### src/bt_pkg.sv
// bt_pkg: register map, control field layout and reset values of the basic timer.
// assumes a byte-addressed register port with 32-bit data words.
`default_nettype none
package bt_pkg;

  ////////////////////////////////////////////////////////////////////////////
  // register offsets
  localparam int unsigned BT_AW = 8;
  localparam logic [7:0] BT_OFF_COUNT = 8'h00;
  localparam logic [7:0] BT_OFF_PRELOAD = 8'h04;
  localparam logic [7:0] BT_OFF_STATUS = 8'h08;
  localparam logic [7:0] BT_OFF_IRQ_EN = 8'h0C;
  localparam logic [7:0] BT_OFF_CTRL = 8'h10;
  localparam logic [7:0] BT_OFF_IRQ_CLR = 8'h14;

  ////////////////////////////////////////////////////////////////////////////
  // field positions
  localparam int unsigned BT_EVT_BIT = 0;
  localparam int unsigned BT_IEN_BIT = 0;
  localparam int unsigned BT_CTL_ENABLE = 0;
  localparam int unsigned BT_CTL_COUNT_UP = 2;
  localparam int unsigned BT_CTL_AUTO = 3;
  localparam int unsigned BT_CTL_SOFT = 4;
  localparam int unsigned BT_CTL_START = 5;
  localparam int unsigned BT_CTL_RELOAD = 6;
  localparam int unsigned BT_CTL_HALT = 7;
  localparam int unsigned BT_CTL_PRE_LSB = 16;
  localparam int unsigned BT_PRE_W = 16;

  ////////////////////////////////////////////////////////////////////////////
  // control word carrier and reset values
  typedef struct packed {
    logic [BT_PRE_W-1:0] prescale;
    logic halt;
    logic start;
    logic auto_restart;
    logic count_up;
    logic enable;
  } bt_ctrl_t;

  localparam bt_ctrl_t BT_CTRL_RST = '0;
  localparam logic [31:0] BT_COUNT_RST = 32'h0000_0000;
  localparam logic [31:0] BT_PRELOAD_RST = 32'h0000_0000;
  localparam logic BT_EVT_RST = 1'b0;
  localparam logic BT_IEN_RST = 1'b0;

endpackage
`default_nettype wire

### src/bt_prescale.sv
// bt_prescale: clock-enable divider, one tick every (div + 1) clocks.
// assumes clr is a synchronous level from the timer core on the same clock.
`timescale 1ns/100ps
`default_nettype none
module bt_prescale
  import bt_pkg::*;
#(
  parameter int unsigned PW = BT_PRE_W
) (
  // clock and reset
  input wire logic clk,
  input wire logic rst,
  // control
  input wire logic clr,
  input wire logic [PW-1:0] div,
  // enable pulse
  output logic tick
);

  logic [PW-1:0] cnt_r;
  logic [PW-1:0] cnt_nxt;

  // tick is combinational so the counter steps in the same cycle
  assign tick = !clr && (cnt_r == div);

  always_comb begin
    if (clr || (cnt_r == div)) begin
      cnt_nxt = '0;
    end else begin
      cnt_nxt = PW'(cnt_r + 1'b1);
    end
  end

  always_ff @(posedge clk or posedge rst) begin
    if (rst) begin
      cnt_r <= '0;
    end else begin
      cnt_r <= cnt_nxt;
    end
  end

endmodule
`default_nettype wire

### src/bt_timer.sv
// bt_timer: one basic timer instance, 16 or 32 bit, with its register bank.
// assumes a single-cycle register port: strobes one cycle, read data next cycle.
`timescale 1ns/100ps
`default_nettype none

////////////////////////////////////////////////////////////////////////////////
// Contract
// - registers at base+00h count, 04h preload, 08h status, 0Ch enable, 10h control.
// - counter advances by hardware and also takes firmware writes.
// - count reads are snapshotted so byte reads see one consistent value.
// - 16-bit build: count bits 31:16 read zero and ignore writes.
// - 32-bit build: all 32 count bits read and write.
// - automatic restart loads the preload value into the counter.
// - preload is counter-wide; upper bits of 16-bit build read zero.
// - limit event sets status bit 0; software clears it by writing.
// - with auto restart event is a one-cycle pulse, otherwise a held level.
// - interrupt enable bit 0 gates forwarding of the event flag.
// - internal reset is system reset or soft reset; all registers default.
// - soft reset bit is write-only and clears itself one cycle later.
// - up count saturates at all ones with event; down count saturates at zero.
// - counter steps on an enable every prescale+1 clocks.
module bt_timer
  import bt_pkg::*;
#(
  parameter int unsigned CNT_W = 32
) (
  // clock and reset
  input wire logic CLK_SYS,
  input wire logic RST,
  // register port
  input wire logic [BT_AW-1:0] ADDR,
  input wire logic [31:0] WDATA,
  input wire logic WR,
  input wire logic RD,
  output logic [31:0] RDATA,
  // interrupt
  output logic IRQ
);

  logic [CNT_W-1:0] count_r;
  logic [CNT_W-1:0] count_nxt;
  logic [CNT_W-1:0] preload_r;
  logic [CNT_W-1:0] preload_nxt;
  logic [CNT_W-1:0] snap_r;
  logic [CNT_W-1:0] snap_nxt;
  bt_ctrl_t ctrl_r;
  bt_ctrl_t ctrl_nxt;
  logic evt_r;
  logic evt_nxt;
  logic ien_r;
  logic ien_nxt;
  logic soft_r;
  logic soft_nxt;
  logic [31:0] rdata_r;
  logic [31:0] rdata_nxt;
  logic tick;
  logic run;
  logic at_limit;
  logic evt_now;
  logic div_clr;
  logic wr_count;
  logic wr_preload;
  logic wr_ctrl;
  logic start_set;
  logic reload_req;
  logic evt_clr;

  ////////////////////////////////////////////////////////////////////////////
  // decode and run conditions
  assign wr_count = WR && (ADDR == BT_OFF_COUNT);
  assign wr_preload = WR && (ADDR == BT_OFF_PRELOAD);
  assign wr_ctrl = WR && (ADDR == BT_OFF_CTRL);
  assign start_set = wr_ctrl && WDATA[BT_CTL_START] && !ctrl_r.start;
  // reload only acts while the start bit is set, halted or disabled included
  assign reload_req = wr_ctrl && WDATA[BT_CTL_RELOAD] && ctrl_r.start;
  assign run = ctrl_r.enable && ctrl_r.start && !ctrl_r.halt;
  assign at_limit = ctrl_r.count_up ? (&count_r) : (count_r == '0);
  assign evt_now = run && tick && at_limit && !soft_r;
  // halt, stop and a fresh start all restart the divider
  assign div_clr = !run || start_set || soft_r;
  assign evt_clr = (WR && (ADDR == BT_OFF_STATUS) && WDATA[BT_EVT_BIT])
                || (WR && (ADDR == BT_OFF_IRQ_CLR) && WDATA[BT_EVT_BIT])
                || start_set;

  bt_prescale #(
    .PW(BT_PRE_W)
  ) u_prescale (
    .clk(CLK_SYS),
    .rst(RST),
    .clr(div_clr),
    .div(ctrl_r.prescale),
    .tick(tick)
  );

  ////////////////////////////////////////////////////////////////////////////
  // counter and preload
  always_comb begin
    count_nxt = count_r;
    preload_nxt = preload_r;
    if (soft_r) begin
      count_nxt = CNT_W'(BT_COUNT_RST);
      preload_nxt = CNT_W'(BT_PRELOAD_RST);
    end else begin
      if (wr_preload) begin
        preload_nxt = WDATA[CNT_W-1:0];
      end
      if (wr_count) begin
        count_nxt = WDATA[CNT_W-1:0];
      end else if (reload_req) begin
        count_nxt = preload_r;
      end else if (run && tick) begin
        if (at_limit) begin
          // saturate unless restarting
          if (ctrl_r.auto_restart) begin
            count_nxt = preload_r;
          end
        end else if (ctrl_r.count_up) begin
          count_nxt = CNT_W'(count_r + 1'b1);
        end else begin
          count_nxt = CNT_W'(count_r - 1'b1);
        end
      end
    end
  end

  always_ff @(posedge CLK_SYS or posedge RST) begin
    if (RST) begin
      count_r <= CNT_W'(BT_COUNT_RST);
      preload_r <= CNT_W'(BT_PRELOAD_RST);
    end else begin
      count_r <= count_nxt;
      preload_r <= preload_nxt;
    end
  end

  ////////////////////////////////////////////////////////////////////////////
  // control, soft reset, status and enable
  always_comb begin
    ctrl_nxt = ctrl_r;
    soft_nxt = 1'b0;
    evt_nxt = evt_r;
    ien_nxt = ien_r;
    if (soft_r) begin
      ctrl_nxt = BT_CTRL_RST;
      evt_nxt = BT_EVT_RST;
      ien_nxt = BT_IEN_RST;
    end else begin
      if (evt_now && !ctrl_r.auto_restart) begin
        ctrl_nxt.start = 1'b0;
      end
      if (wr_ctrl) begin
        ctrl_nxt.prescale = WDATA[BT_CTL_PRE_LSB +: BT_PRE_W];
        ctrl_nxt.halt = WDATA[BT_CTL_HALT];
        ctrl_nxt.start = WDATA[BT_CTL_START];
        ctrl_nxt.auto_restart = WDATA[BT_CTL_AUTO];
        ctrl_nxt.count_up = WDATA[BT_CTL_COUNT_UP];
        ctrl_nxt.enable = WDATA[BT_CTL_ENABLE];
        soft_nxt = WDATA[BT_CTL_SOFT];
      end
      if (WR && (ADDR == BT_OFF_IRQ_EN)) begin
        ien_nxt = WDATA[BT_IEN_BIT];
      end
      // pulse mode drops the flag on its own after one cycle
      if (evt_clr || ctrl_r.auto_restart) begin
        evt_nxt = 1'b0;
      end
      // a new event wins over any clear in the same cycle
      if (evt_now) begin
        evt_nxt = 1'b1;
      end
    end
  end

  always_ff @(posedge CLK_SYS or posedge RST) begin
    if (RST) begin
      ctrl_r <= BT_CTRL_RST;
      soft_r <= 1'b0;
      evt_r <= BT_EVT_RST;
      ien_r <= BT_IEN_RST;
    end else begin
      ctrl_r <= ctrl_nxt;
      soft_r <= soft_nxt;
      evt_r <= evt_nxt;
      ien_r <= ien_nxt;
    end
  end

  assign IRQ = evt_r && ien_r;

  ////////////////////////////////////////////////////////////////////////////
  // read path
  always_comb begin
    rdata_nxt = 32'h0000_0000;
    snap_nxt = soft_r ? '0 : snap_r;
    if (RD) begin
      if (ADDR[BT_AW-1:2] == BT_OFF_COUNT[BT_AW-1:2]) begin
        if (ADDR[1:0] == 2'h0) begin
          // byte 0 freezes the word for the byte reads that follow
          snap_nxt = count_r;
          rdata_nxt = 32'(count_r);
        end else begin
          rdata_nxt = 32'(snap_r) >> {ADDR[1:0], 3'h0};
        end
      end else begin
        unique case (ADDR)
          BT_OFF_PRELOAD: rdata_nxt = 32'(preload_r);
          BT_OFF_STATUS: rdata_nxt[BT_EVT_BIT] = evt_r;
          BT_OFF_IRQ_EN: rdata_nxt[BT_IEN_BIT] = ien_r;
          BT_OFF_CTRL: begin
            rdata_nxt[BT_CTL_PRE_LSB +: BT_PRE_W] = ctrl_r.prescale;
            rdata_nxt[BT_CTL_HALT] = ctrl_r.halt;
            rdata_nxt[BT_CTL_START] = ctrl_r.start;
            rdata_nxt[BT_CTL_AUTO] = ctrl_r.auto_restart;
            rdata_nxt[BT_CTL_COUNT_UP] = ctrl_r.count_up;
            rdata_nxt[BT_CTL_ENABLE] = ctrl_r.enable;
          end
          default: rdata_nxt = 32'h0000_0000;
        endcase
      end
    end
  end

  always_ff @(posedge CLK_SYS or posedge RST) begin
    if (RST) begin
      rdata_r <= 32'h0000_0000;
      snap_r <= '0;
    end else begin
      rdata_r <= rdata_nxt;
      snap_r <= snap_nxt;
    end
  end

  assign RDATA = rdata_r;
endmodule
`default_nettype wire

### config.mk
export PLATFORM = sky130hd
export DESIGN_NAME = bt_timer
export DESIGN_NICKNAME = d
export VERILOG_FILES = /design/src/bt_pkg.sv /design/src/bt_prescale.sv /design/src/bt_timer.sv
export SDC_FILE = /design/constraint.sdc
export NUM_CORES = 1
export LEC_CHECK = 0
export BUFFER_PORTS_ARGS = -buffer_cell sky130_fd_sc_hd__buf_2
export CAP_MARGIN = 25
export CORE_UTILIZATION = 40
export DETAILED_ROUTE_END_ITERATION = 10
export HOLD_SLACK_MARGIN = 0.1
export PLACE_DENSITY = 0.65
export SLEW_MARGIN = 25
export SYNTH_ARGS = -nofsm -noshare
export SYNTH_HDL_FRONTEND = slang
export SYNTH_SLANG_ARGS = --single-unit
### constraint.sdc
create_clock -name CLK_SYS -period 7.6 [get_ports CLK_SYS]
set_input_delay 0 -clock CLK_SYS [delete_from_list [all_inputs] [get_ports CLK_SYS]]
set_output_delay 0 -clock CLK_SYS [all_outputs]
set_load 0.01 [all_outputs]
==> summary.md <==
| Metric | Value |
|---|---|
| CP Capture Type | flop |
| Total GRT Usage | 0.252 |
| Synthesis-stage register bit count | 160 |
| Period Utilization, post-route | 0.452 |
| EDFF count, synth | 0 |
| Synth Area in XOR/XNOR | 0.0466 |
| PostCTS Resize Cnt | 0 |
| Synth Net Count | 1,136 |
| Pre-CTS setup slack | 4.19 ns |
| CTS tree | yes |
| Fmax | 291 MHz |
| Worst-path fanout max | 31 |
| Clock buffer depth | 2 |
| # rows | 56 |
| Port bufs | 76 |
| Mapped Cells | 1,060 |
| Inserted Diodes | 0 |
| Top Ports | 77 |
| Most common cell in the netlist | nand2_1 |
| Die area | 24,600 um2 |
| List of most frequent post-synthesis cells | 191 x nand2_1, 160 x dfrtp_1, 78 x a21oi_1 |
| Area fraction in and, or, nand and nor cells after synthesis | 0.188 |
| Worst-margin pin slew | 1.03 ns |
| 1st-iter DRT viols | 803 |
| Power consumption | 2.43 mW |
| WL/cell | 20.5 um |
| RSZ-0062 raised after global routing | false |
| Syn avg cell area | 9.04 um2 |
| Max IR drop VDD | 0.163 mV |
| Nets | 1,209 |
| Vias | 8,541 |
| Post-layout util | 0.475 |
| Clk_skew | 0.0129 ns |
| # Max-Cap Violations | 0 |
| Adder-cell share of the synthesized area | 0.0426 |
| Gr ovfl total | 0 |
| CTS Buf Count | 17 |
| Mapped cell area | 9580 um2 |
| Post-route setup TNS | 0 ns |
| Ys flop type | dfrtp_1 |
| Number of global-route vias before repair | 8,144 |
| Setup WS post-layout | 4.16 ns |
| Worst setup SP type | flop |
| Async SR Flop Fraction | 1.00 |
| Multiplexer area fraction after synthesis | 0.0440 |
| WL final | 29.9 mm |
| Initial antenna violation count | 0 |
| Wire length of the first global-routing pass | 46.6 mm |
| CTS sink count | 160 |
| Hold Slack | 0.129 ns |
| Worst-skew pair later-pin latency | 0.44 ns |
| Root buf cell | clkbuf_16 |
| Yosys warnings | 0 |
| Multi-input gate area | 5250 um2 |
| CTS clock-pin slew for the worst setup and hold paths | 0.06 ns |
| Die Width | 157 um |
| Synth top area share | 0.418 |
| Final Wtd Congestion | 0.897 |
| Crit path DAT | 3.72 ns |
| Final setup vio count | 0 |
| Detailed placement HPWL | 20.7 mm |
| Outcome | completed |
| Area grow syn2layout | 16.5% |
| Part of the Yosys area used for sequential elements | 0.418 |
| Unique masters post-synth | 69 |
| Top cells by area, synth | dfrtp_1 42%, nand2_1 7.5%, a21oi_1 4.1% |
| Leakage | 4.84 nW |
| Area leader, netlist | dfrtp_1 |
| Htree depth | 4 |
| CORE AREA | 23,500 um2 |
| Slew Viols, Final | 0 |
| Filler cells | 2,185 |
| Final ANT Viol Nets | 0 |
| Compound-Gate Fraction of Synth Area | 0.224 |
| FF+latch area | 4000 um2 |
| Die Ht | 157 um |
| Drc violations | 0 |
| Starting Density | 0.408 |
| Worst path required time | 7.89 ns |
| Largest net degree at the start of global routing | 97 |
| DR vias/cell | 5.84 |
| Fraction of layout cells with a size suffix above 1 | 0.139 |
| Fin crit period | 3.44 ns |
| Fin. Hold Viols | 0 |
| Critical setup path kind | flop to flop |
| Power per Cell Area | 218 nW/um2 |
| Largest family of logic cells by synthesized area | compound AO/OA/AOI/OAI gates |
| DRT Pass-1 Iters | 5 |
| Worst Hold Class | primary input to flop |
| Slew HR | 0.315 |
-- timing repair --
item,in CTS,in global routing
hold endpoints to repair,198,0
setup buffers,0,0
hold buffers,37,0
-- worst paths after layout --
path / startpoint / endpoint / slack [ns] / depth (start not counted)
worst max-delay path: ctrl_r[1] / count_r[24] / 4.16 / 11
worst min-delay path: ADDR[4] / RDATA[0] / 0.13 / 4
worst max register to register: ctrl_r[1] / count_r[24] / 4.16 / 11
worst min register to register: preload_r[25] / preload_r[25] / 0.54 / 1
max in group asynchronous: RST / preload_r[9] / 5.88 / 4
min in group asynchronous: RST / u_prescale.cnt_r[11] / 0.31 / 3
-- registers in the layout, indices dropped and copies added (netlist names) --
name,count
RDATA,32
preload_r,32
count_r,32
evt_r,1
snap_r,24
soft_r,1
ien_r,1
ctrl_r,21
u_prescale.cnt_r,16
-- critical path, cell delays in order, from the launching register on --
cell      delay [ns]
dfrtp_1         0.46
inv_2           0.52
ha_1            0.42
and3_1          0.21
a221oi_2        0.32
o21a_1          0.26
o21ai_2         0.10
a211oi_4        0.38
o31ai_2         0.14
xor2_1          0.16
a221oi_2        0.24
o21ai_1         0.08
-- stage by stage --
step,cells,instance area [um2]
3_5_place_dp,1396,10200
4_1_cts,1463,11200
5_1_grt,1463,11200
6_report,1463,11200
3_3_place_gp,1396,10200
2_1_floorplan,1060,9580
-- layer usage --
layer | wire [um] | GRT usage | vias up | share of wire
met5 | 0 | 0 | - | 0
met4 | 798 | 0.0990 | 0 | 0.027
met3 | 2450 | 0.0498 | 52 | 0.082
met2 | 13500 | 0.395 | 368 | 0.45
met1 | 13200 | 0.339 | 4156 | 0.44
li1 | - | - | 3965 | -
-- cells by family (layout without fill, tap and decap cells) --
family	after synthesis	after routing
simple gates	385	385
fa+ha+maj	32	32
mux	31	31
compound gates	320	320
buf+inv	81	165
xor+xnor	51	51
flops	160	160
-- layout by cell type, fill, tap and decap left out, types with 9 or more instances in the layout --
master and instances:
a22oi_1 24, nand4_1 16, dfrtp_1 160, clkbuf_16 17, o211ai_1 15, o21ai_0 73
nor4_1 11, a21oi_1 77, buf_4 12, a22o_1 38, nand2b_1 23, nor3_1 13
buf_2 76, xnor2_1 30, a21o_1 19, xor2_1 21, mux2i_1 14, o21ai_1 12
nor2_1 53, and3_1 13, nand3_1 18, mux2_2 9, dlygate4sd3_1 37, nor2b_1 15
ha_1 31, nand2_1 191
-- power breakdown --
part / leakage, nW / total, mW / internal [mW] / switching, mW
Combinational: 2.47 / 0.526 / 0.233 / 0.293
Clock: 0.303 / 0.924 / 0.575 / 0.349
Sequential: 2.07 / 0.985 / 0.901 / 0.0841
Total: 4.84 / 2.43 / 1.71 / 0.726
-- cell type report --
cell class                      instances  share of cell area
Sequential cell                       160               0.359
Multi-Input combinational cell        819               0.470
Timing Repair Buffer                  125              0.0753
Clock buffer                           22              0.0425
Inverter                               10             0.00381
Tap cell                              319              0.0358
Clock inverter                          8              0.0138
Power figures use the tool's default switching activity.
